==> src/hw/drl_map.svh <==
// Constants for the status lamp controller.
// Assumes a 200 MHz clock; included by bare name.
`ifndef DRL_MAP_SVH
`define DRL_MAP_SVH

`define DRL_CLK_PERIOD_NS   32'h0000_0005
`define DRL_HALF_PERIOD_NS  32'h1DCD_6500
`define DRL_HALF_CYCLES     (`DRL_HALF_PERIOD_NS / `DRL_CLK_PERIOD_NS)
`define DRL_BLINK_START_LIT 1'b1
`define DRL_SENSE_ON_IDLE   1'b0
`define DRL_LAMP_LIT        1'b0
`define DRL_LAMP_DARK       1'b1

`endif

==> src/hw/drl_pkg.sv <==
// Types for the status lamp controller.
// Assumes drl_map.svh supplies all constants.
`default_nettype none
package drl_pkg;

    typedef enum logic [1:0] {
        SPIN_STOPPED,
        SPIN_AT_SPEED,
        SPIN_ACCEL,
        SPIN_DECEL
    } drl_spin_e;

    typedef struct packed {
        drl_spin_e   spin;
        logic        cmd_active;
        logic        format_active;
        logic        cyl_change;
    } drl_status_s;

    typedef struct packed {
        drl_spin_e   spin_prev;
        logic        fmt_prev;
        logic [31:0] blink_cnt;
        logic        blink_lit;
        logic        fmt_lit;
        logic        lamp_lit;
    } drl_state_s;

endpackage

`default_nettype wire

==> src/hw/drl_lamp.sv <==
// Status lamp controller: drives the open-drain ready lamp pin.
// Assumes status inputs come from logic on REF_CLK.
//
// Summary of operation
// - Lamp sense select bit picks meaning: 0 first behaviour, 1 second.
// - Spindle stopped, no command: lamp off regardless of sense bit.
// - Spindle stopped, command executing: lamp on regardless of sense bit.
// - At speed, idle: lamp on if sense 0, off if sense 1.
// - At speed, command executing: lamp off if sense 0, on if sense 1.
// - Spinning up or down: blink 0.5 s on, 0.5 s off.
// - Format in progress: invert lamp on each cylinder change.
// - Pin pulled low lights lamp, released high darkens it.
`timescale 1ns/100ps
`default_nettype none
`include "drl_map.svh"

module drl_lamp (
    input  wire logic                 REF_CLK,
    input  wire logic                 RESET_N,
    input  wire logic                 CLK_EN,
    input  wire drl_pkg::drl_status_s STATUS,
    input  wire logic                 LAMP_SENSE_SELECT,
    output logic                      STATUS_LAMP_DRIVE_O,
    output logic                      STATUS_LAMP_DRIVE_OE_N
);

    localparam logic [31:0] HALF_CNT = 32'(`DRL_HALF_CYCLES);

    // State after reset: lamp dark, blink and format phases cleared
    localparam drl_pkg::drl_state_s RESET_STATE = '{
        spin_prev: drl_pkg::SPIN_STOPPED,
        fmt_prev:  1'b0,
        blink_cnt: 32'h0000_0000,
        blink_lit: 1'b0,
        fmt_lit:   1'b0,
        lamp_lit:  1'b0
    };

    drl_pkg::drl_state_s st_reg;
    drl_pkg::drl_state_s st_next;

    function automatic logic steady_lit(input drl_pkg::drl_spin_e sp, input logic cmd, input logic sel);
        logic r;
        r = 1'b0;
        case (sp)
            drl_pkg::SPIN_STOPPED: begin
                r = cmd;
            end
            drl_pkg::SPIN_AT_SPEED: begin
                if (sel == `DRL_SENSE_ON_IDLE) begin
                    r = !cmd;
                end else begin
                    r = cmd;
                end
            end
            default: begin
                r = 1'b0;
            end
        endcase
        return r;
    endfunction

    // Spin-up or spin-down in progress
    function automatic logic spin_moving(input drl_pkg::drl_spin_e sp);
        logic r;
        r = 1'b0;
        case (sp)
            drl_pkg::SPIN_ACCEL: r = 1'b1;
            drl_pkg::SPIN_DECEL: r = 1'b1;
            default:             r = 1'b0;
        endcase
        return r;
    endfunction

    logic spinning;
    logic spin_enter;
    logic blink_wrap;
    logic fmt_start;
    logic fmt_step;
    assign spinning   = spin_moving(STATUS.spin);
    assign spin_enter = spinning && (STATUS.spin != st_reg.spin_prev);
    assign blink_wrap = (st_reg.blink_cnt == HALF_CNT - 32'h0000_0001);
    assign fmt_start  = STATUS.format_active && !st_reg.fmt_prev;
    assign fmt_step   = STATUS.format_active && STATUS.cyl_change;

    always_comb begin
        st_next = st_reg;
        st_next.spin_prev = STATUS.spin;
        st_next.fmt_prev  = STATUS.format_active;

        // Blink timebase
        if (spin_enter) begin
            st_next.blink_cnt = 32'h0000_0000;
            st_next.blink_lit = `DRL_BLINK_START_LIT;
        end else if (spinning) begin
            if (blink_wrap) begin
                st_next.blink_cnt = 32'h0000_0000;
                st_next.blink_lit = !st_reg.blink_lit;
            end else begin
                st_next.blink_cnt = st_reg.blink_cnt + 32'h0000_0001;
            end
        end

        // Format phase: start from shown lamp, flip per cylinder
        if (fmt_start) begin
            st_next.fmt_lit = st_reg.lamp_lit;
        end
        if (fmt_step) begin
            st_next.fmt_lit = !(st_reg.fmt_prev ? st_reg.fmt_lit : st_reg.lamp_lit);
        end

        // Lamp source: format over blink over steady table
        if (STATUS.format_active) begin
            st_next.lamp_lit = st_next.fmt_lit;
        end else if (spinning) begin
            st_next.lamp_lit = st_next.blink_lit;
        end else begin
            st_next.lamp_lit = steady_lit(STATUS.spin, STATUS.cmd_active, LAMP_SENSE_SELECT);
        end
    end

    always_ff @(posedge REF_CLK) begin
        if (!RESET_N) begin
            st_reg <= RESET_STATE;
        end else if (CLK_EN) begin
            st_reg <= st_next;
        end
    end

    // Open drain: sink only, enable low while sinking
    assign STATUS_LAMP_DRIVE_O    = `DRL_LAMP_LIT;
    assign STATUS_LAMP_DRIVE_OE_N = st_reg.lamp_lit ? `DRL_LAMP_LIT : `DRL_LAMP_DARK;

    // Steady table
    chk_idle_dark: assert property (@(posedge REF_CLK) disable iff (!RESET_N)
        CLK_EN && !STATUS.format_active && STATUS.spin == drl_pkg::SPIN_STOPPED && !STATUS.cmd_active
        |=> !st_reg.lamp_lit)
        else $error("lamp lit while stopped and idle");

    chk_stop_cmd: assert property (@(posedge REF_CLK) disable iff (!RESET_N)
        CLK_EN && !STATUS.format_active && STATUS.spin == drl_pkg::SPIN_STOPPED && STATUS.cmd_active
        |=> st_reg.lamp_lit)
        else $error("lamp dark while stopped with command");

    chk_speed_idle: assert property (@(posedge REF_CLK) disable iff (!RESET_N)
        CLK_EN && !STATUS.format_active && STATUS.spin == drl_pkg::SPIN_AT_SPEED && !STATUS.cmd_active
        |=> st_reg.lamp_lit == !$past(LAMP_SENSE_SELECT))
        else $error("wrong lamp at speed idle");

    chk_speed_cmd: assert property (@(posedge REF_CLK) disable iff (!RESET_N)
        CLK_EN && !STATUS.format_active && STATUS.spin == drl_pkg::SPIN_AT_SPEED && STATUS.cmd_active
        |=> st_reg.lamp_lit == $past(LAMP_SENSE_SELECT))
        else $error("wrong lamp at speed busy");

    // Blink timebase
    chk_blink_restart: assert property (@(posedge REF_CLK) disable iff (!RESET_N)
        CLK_EN && spin_enter
        |=> st_reg.blink_cnt == 32'h0000_0000 && st_reg.blink_lit)
        else $error("blink phase not restarted");

    chk_blink_bound: assert property (@(posedge REF_CLK) disable iff (!RESET_N)
        st_reg.blink_cnt < HALF_CNT)
        else $error("blink counter past half period");

    chk_blink_shown: assert property (@(posedge REF_CLK) disable iff (!RESET_N)
        CLK_EN && !STATUS.format_active && spinning
        |=> st_reg.lamp_lit == st_reg.blink_lit)
        else $error("lamp not following blink phase");

    chk_blink_toggle: assert property (@(posedge REF_CLK) disable iff (!RESET_N)
        CLK_EN && spinning && !spin_enter && blink_wrap
        |=> st_reg.blink_lit != $past(st_reg.blink_lit) && st_reg.blink_cnt == 32'h0000_0000)
        else $error("blink phase not flipped at half period");

    chk_blink_count: assert property (@(posedge REF_CLK) disable iff (!RESET_N)
        CLK_EN && spinning && !spin_enter && !blink_wrap
        |=> st_reg.blink_cnt == $past(st_reg.blink_cnt) + 32'h0000_0001)
        else $error("blink counter did not advance");

    chk_blink_idle: assert property (@(posedge REF_CLK) disable iff (!RESET_N)
        CLK_EN && !spinning
        |=> $stable(st_reg.blink_cnt))
        else $error("blink counter moved outside spin change");

    // Format toggling
    chk_fmt_toggle: assert property (@(posedge REF_CLK) disable iff (!RESET_N)
        CLK_EN && STATUS.format_active && st_reg.fmt_prev && STATUS.cyl_change
        |=> st_reg.lamp_lit != $past(st_reg.lamp_lit))
        else $error("no toggle on cylinder change");

    chk_fmt_entry: assert property (@(posedge REF_CLK) disable iff (!RESET_N)
        CLK_EN && fmt_start && !STATUS.cyl_change
        |=> st_reg.lamp_lit == $past(st_reg.lamp_lit))
        else $error("lamp changed on format entry");

    chk_fmt_hold: assert property (@(posedge REF_CLK) disable iff (!RESET_N)
        CLK_EN && STATUS.format_active && st_reg.fmt_prev && !STATUS.cyl_change
        |=> $stable(st_reg.lamp_lit))
        else $error("lamp moved between cylinder changes");

    chk_fmt_priority: assert property (@(posedge REF_CLK) disable iff (!RESET_N)
        CLK_EN && STATUS.format_active
        |=> st_reg.lamp_lit == st_reg.fmt_lit)
        else $error("format phase not shown on lamp");

    // Pin, reset and clock enable
    chk_pin_level: assert property (@(posedge REF_CLK) disable iff (!RESET_N)
        st_reg.lamp_lit == !STATUS_LAMP_DRIVE_OE_N && STATUS_LAMP_DRIVE_O == 1'b0)
        else $error("pin drive mismatched");

    chk_reset_dark: assert property (@(posedge REF_CLK)
        !RESET_N
        |=> STATUS_LAMP_DRIVE_OE_N == `DRL_LAMP_DARK)
        else $error("lamp lit after reset");

    chk_freeze_state: assert property (@(posedge REF_CLK) disable iff (!RESET_N)
        !CLK_EN
        |=> $stable(st_reg))
        else $error("state moved while clock enable low");

    cov_blink: cover property (@(posedge REF_CLK) disable iff (!RESET_N) spinning && $rose(st_reg.blink_lit));
    cov_fmt:   cover property (@(posedge REF_CLK) disable iff (!RESET_N) STATUS.format_active && STATUS.cyl_change);
    cov_sense: cover property (@(posedge REF_CLK) disable iff (!RESET_N)
        STATUS.spin == drl_pkg::SPIN_AT_SPEED && LAMP_SENSE_SELECT && st_reg.lamp_lit);
    cov_freeze: cover property (@(posedge REF_CLK) disable iff (!RESET_N) !CLK_EN && st_reg.lamp_lit);
    cov_decel:  cover property (@(posedge REF_CLK) disable iff (!RESET_N)
        spin_enter && STATUS.spin == drl_pkg::SPIN_DECEL);

endmodule

`default_nettype wire

==> config.mk <==
export PLATFORM = sky130hd
export DESIGN_NAME = drl_lamp
export DESIGN_NICKNAME = d
export VERILOG_FILES = /design/src/hw/drl_pkg.sv /design/src/hw/drl_lamp.sv
export VERILOG_INCLUDE_DIRS = /design/src /design/src/hw
export SDC_FILE = /design/constraint.sdc
export NUM_CORES = 1
export LEC_CHECK = 0
export BUFFER_PORTS_ARGS = -buffer_cell sky130_fd_sc_hd__buf_2
export CELL_PAD_IN_SITES_DETAIL_PLACEMENT = 0
export CELL_PAD_IN_SITES_GLOBAL_PLACEMENT = 1
export CORE_UTILIZATION = 40
export DETAILED_ROUTE_END_ITERATION = 8
export GPL_TIMING_DRIVEN = 1
export PLACE_DENSITY = 0.79
export SLEW_MARGIN = 5
export SYNTH_ARGS = -nofsm -noshare
export SYNTH_HDL_FRONTEND = slang
export SYNTH_SLANG_ARGS = --single-unit
==> constraint.sdc <==
create_clock -name REF_CLK -period 3.14 [get_ports REF_CLK]
set_input_delay 0.314 -clock REF_CLK [delete_from_list [all_inputs] [get_ports REF_CLK]]
set_output_delay 0.314 -clock REF_CLK [all_outputs]
set_load 0.05 [all_outputs]
After elaboration in Yosys (flattened, before gate mapping). Cells that the tools add are included.

Memory bits (read-only): 0. Output and inout bits: 2. Bits of input ports: 9. RAM bits: 0. Memories: 0. Bits in latches: 0. Bits in registers: 38.

Shifts and indexed selects: 0. Equal/unequal tests: 5. Reduce and logical (&&, ||, !) cells: 11. Magnitude comparators: 0. Bitwise operators: 0. $mul: 0. Muxes and demuxes: 13. Add/sub/neg operators: 1. Divide/modulo/power cells: 0.

Operator list (count): $mux W33 (2); $add A32 B1 Y32 const B (1); $eq A32 B27 Y1 const B (1); $mux W32 (1); $mux W1 (9); $eq A2 B2 Y1 const B (2); $logic_not A1 Y1 (4); $logic_and A1 B1 Y1 (3); $eq A2 B1 Y1 const B (1); $logic_not A2 Y1 (1); $ne A2 B2 Y1 (1); $pmux W1 S2 (1); $reduce_and A2 Y1 (1); $reduce_bool A2 Y1 (1); $reduce_or A2 Y1 (1).

Depth between registers and ports, before layout.
Depth in word-level cells: 7. Gate-level depth with buffers: 9. Mapped depth without buffers: 6.

Worst setup path after synthesis. Ideal clock, no wire load.

Path type: reg2reg. Start point: register st_reg[3] (netlist bit). End point: register st_reg[18] (netlist bit). Data arrival time: 2063 ps. Library setup time: 127 ps. Slack: 950 ps. Path buffers: 3. Cell stages (with the launch flop): 10. Required time: 3013 ps. Cell sequence: dfxtp_1 -> ha_1 -> nand3_1 -> or4_1 -> o21ba_1 -> clkbuf_1 -> buf_2 -> buf_2 -> o2111ai_1 -> o41ai_1.

Word-level cells in the longest chain between the ends: 4. Elaborated cells between the ends (all ways): 5.

RTL lines: start, declared (line drl_lamp.sv:39) `drl_pkg::drl_state_s st_reg;`; start signal, assigned (line drl_lamp.sv:126) `st_reg <= st_next;`; $add A32 B1 Y32 or $eq A32 B27 Y1 (tied branches) (line drl_lamp.sv:100, drl_lamp.sv:82); $mux W32 * (line drl_lamp.sv:96) `if (blink_wrap) begin`; $mux W33 * (line drl_lamp.sv:95) `end else if (spinning) begin`; $mux W33 * (line drl_lamp.sv:92) `if (spin_enter) begin`.

Mark *: on every way between the ends. The rest lies on a longest branch, timed or not. The select of a mux whose other input is x is not followed. A chain may end at the register's enable or synchronous reset.

Worst setup path after layout.
Start point: register st_reg[3] (netlist bit). End point: register st_reg[11] (netlist bit).

The elaborated chain is that of the path after synthesis.

==> run summary <==
The flow ran to the end, and the final reports show no timing, DRC or antenna violations. The number of cells on the worst reg-to-reg path is 7. The finished cells cover 2360 um^2. The logs give 3680 um for the half-perimeter wire length after placement and 0 for the number of buffers added for setup after CTS. The completed layout was analyzed and its total power is 898 uW.

Clock latency on the worst-skew pair, taken at its later pin, is 0.30 ns. Routability-driven placement finished with a final weighted congestion of 0.787. The logs give 42.5% for the initial core utilization and 281 for the cell count after synthesis.

The worst-case IR drop observed on VDD is 0.000182 V. For the static leakage, the log shows 0.000718 uW. The worst register-to-register path begins at st_reg[3]$_SDFFE_PN0P_. The cell type with the highest aggregate area in the netlist is sky130_fd_sc_hd__dfxtp_1. The endpoint class of the critical path is a flip-flop. Relative to the synthesized area, the layout overhead comes to 6.12%.

The largest individual stage delay along the critical path comes from the cell sky130_fd_sc_hd__or4_1. Count of buffers inserted at the top-level ports: 9. The routed wirelength normalized by instance count works out to 15.5 um. After floorplanning, the core was sized to cover 5240 um^2. For this run, the top clock speed supported by timing is 0.404 GHz. In this run the cell area measured after placement is 2290 um^2. The clock tree synthesis step divided the H-tree into 2 levels.

Between clock sinks in the finished design, the worst skew comes to 0.00507 ns. Arrival time at the worst endpoint: 2.64 ns. Via count of the routed design: 2,124. The via count of the first global-routing pass was 1,729; the fraction of layout cells with a size suffix above 1 was 7.19%. Setup violations remaining at the end of the flow were counted as 0. The worst path in the final design needs a cycle of 2.48 ns, including I/O delays and setup. At the end of the flow, the number of nets in the layout was 288. For the first-pass iteration count of the detailed router, the log shows 4. Synthesis produced a netlist with a net count of 291. Row generation in the floorplan step produced 26 rows. TritonCTS built the clock tree. Entering global routing, the biggest net connects 21 pins. Along the worst path, the maximum fanout reaches 20.

The die boundary height was 76.6 um. The slew at the pin closest to its max-slew limit was 0.802 ns; the hold buffer count at CTS was 0. The yosys synthesis warning count was 0. Worst hold path depth: 3.

Before CTS, the worst setup slack after placement is 0.729 ns. Final count of hold timing violations: 0. The I/O pin total is 11. STA puts the critical path data required time at 3.30 ns.

Leaving out fill and tap cells, the most frequent cell in the layout is sky130_fd_sc_hd__dfxtp_1. For the number of clock buffers inserted by TritonCTS, the log shows 5. The global-route wire length before repair was 8690 um; the proportion of synthesized flip-flops having asynchronous set or reset was 0%.

For this run, the slowest stage of the critical path takes 0.52 ns. Across every metal layer, demand over resource in global routing totals 18.7%. Maximum clock path buffer count: 2. End of the worst register-to-register path: st_reg[11]$_SDFFE_PN0P_. The floorplan step defined a die boundary enclosing 5870 um^2. Among all flip-flop cells after synthesis, the most frequent one is sky130_fd_sc_hd__dfxtp_1. The type of the worst setup path was reg2reg. Summed over all layers, the routed wires come to 5380 um. The proportion of synthesized chip area in sequential cells is 34.2%, and the count of final max-slew check failures is 0.

Across the run, the number of max-cap violations was 0. After detailed routing, the number of remaining DRC violations is 0. The register with the most flip-flops in the layout has 38 of them. Number of nets with antenna violations after routing: 0. Kind of path behind the tightest hold check: in2reg. Global routing finished with a remaining overflow of 0. The tools report the total of cells resized after clock tree synthesis as 0. Measured against its own limit, the worst slew margin works out to 46.1%. Dividing the detail-routed via count by the number of cells gives 6.10. The die boundary width is 76.6 um. The signal on the critical path passes through ha_1 -> nand3_1 -> or4_1 -> o21ba_1 -> buf_4 -> a41oi_1 -> a31oi_1. The top-area cell type share of the netlist area is 34.2%, and the detailed router's first-iteration violation count is 178. In this design, the largest share of critical-path delay is due to compound AO/OA/AOI/OAI gates. The logs give 38 for the CTS sink count and 2230 um^2 for the synthesized cell area. Adding up every negative setup slack in the final design gives 0 ns. The count of buffer and inverter cells on the critical path was 1; the number of fillers in the final layout was 522. In the layout the commonest cells are 38 x sky130_fd_sc_hd__dfxtp_1, 32 x sky130_fd_sc_hd__a31oi_1, 23 x sky130_fd_sc_hd__nand2_1, 20 x sky130_fd_sc_hd__nand4_1. By area the synthesized netlist is led by sky130_fd_sc_hd__dfxtp_1 34%, sky130_fd_sc_hd__a31oi_1 9.0%, sky130_fd_sc_hd__nand4_1 5.6%.

The tools report the startpoint of the most critical hold path as STATUS[3]. The power per standard cell area was 380 nW/um^2. After layout, the worst path uses 78.8% of the clock period. For flop-to-flop paths, the worst setup slack is 0.66 ns. The post-synthesis sequential element count was 38; the initial antenna violation count was 0. STA classifies the critical path startpoint as a flip-flop.

In this run the clock root is driven by a sky130_fd_sc_hd__clkbuf_8. The number of enable-type register cells in the synthesized netlist works out to 0. Setup repair after global routing left no endpoint under its margin.

The synthesized area per cell works out to 7.93 um^2. Setup slack closes at 0.664 ns. The worst hold path terminates at st_reg[36]$_SDFFE_PN0P_. The repair_antennas step left the layout with diodes totalling 0. Number of distinct standard cells referenced by the synthesized netlist: 53.

Clock-pin slew was measured on the worst setup and hold paths at 0.07 ns.
[power breakdown]
part,switching (uW),internal (uW),total [uW],leakage (uW)
clock,174,153,327,0.0000383
sequential,5.10,488,493,0.000307
combinational,53.8,25.3,79.1,0.000372
[tightest hold or removal path: cells and delay by family]
family,cells,cell delay (ns)
buffers and inverters,1,0.10
and+or+nand+nor,1,0.10
muxes,1,0.07
[cells by family (layout without fill, tap and decap cells)]
group | after synthesis | after routing | share of synthesized area [%]
DFF | 38 | 38 | 34.2
xor gates and xnor gates | 5 | 5 | 1.97
other | 1 | 1 | 0.168
muxes | 5 | 5 | 2.25
AOI/OAI and AO/OA | 68 | 68 | 20.6
adders and majority gates | 1 | 1 | 0.562
and+or+nand+nor | 130 | 130 | 34.0
buffers and inverters | 33 | 30 | 6.29
[layout make-up]
type | count | area, um^2 | area share, %
clock buffer | 7 | 76.3 | 3.23
inverter | 10 | 37.5 | 1.59
multi-input combinational | 210 | 1330 | 56.1
sequential | 38 | 761 | 32.2
tap | 70 | 87.6 | 3.71
timing repair buffer | 13 | 75.1 | 3.18
[per-layer routing]
metal,vias to the layer above,GRT usage (%),routed length [um]
met2,53,28.5,2360
met4,0,6.35,70
met5,-,0,0
met1,984,26.1,2700
met3,7,3.59,245
li1,1080,-,-
[metrics by stage]
stage               instances  hold slack (ns)  util (%)
detailed placement        341            0.482      43.7
finish                    348            0.323      45.1
CTS                       348            0.328      45.1
global route              348            0.334      45.1
global placement          341            0.469      43.7
floorplan                 281            0.447         -
[synthesized netlist by cell type, drive strengths merged, types with 4 or more instances]
library cell  number
nor2              15
nand3b             8
nor2b              5
clkbuf            15
nor4               9
mux2i              5
buf                8
and3               4
or4                4
nand3             15
nand2             23
dfxtp             38
o21ai             10
and2               5
nand4             21
inv               10
and4               5
a31oi             32
[worst max path at each step]
stage	start	endpoint	slack [ns]	depth (start not counted)
4_1_cts	st_reg[3]$_SDFFE_PN0P_	st_reg[11]$_SDFFE_PN0P_	0.71	7
3_5_place_dp	st_reg[3]$_SDFFE_PN0P_	st_reg[21]$_SDFFE_PN0P_	0.73	7
6_report	st_reg[3]$_SDFFE_PN0P_	st_reg[11]$_SDFFE_PN0P_	0.66	7
2_1_floorplan	st_reg[3]$_SDFFE_PN0P_	st_reg[18]$_SDFFE_PN0P_	0.95	9
5_1_grt	st_reg[3]$_SDFFE_PN0P_	st_reg[18]$_SDFFE_PN0P_	0.47	7
3_3_place_gp	st_reg[3]$_SDFFE_PN0P_	st_reg[11]$_SDFFE_PN0P_	0.79	7
Power figures use the tool's default switching activity.
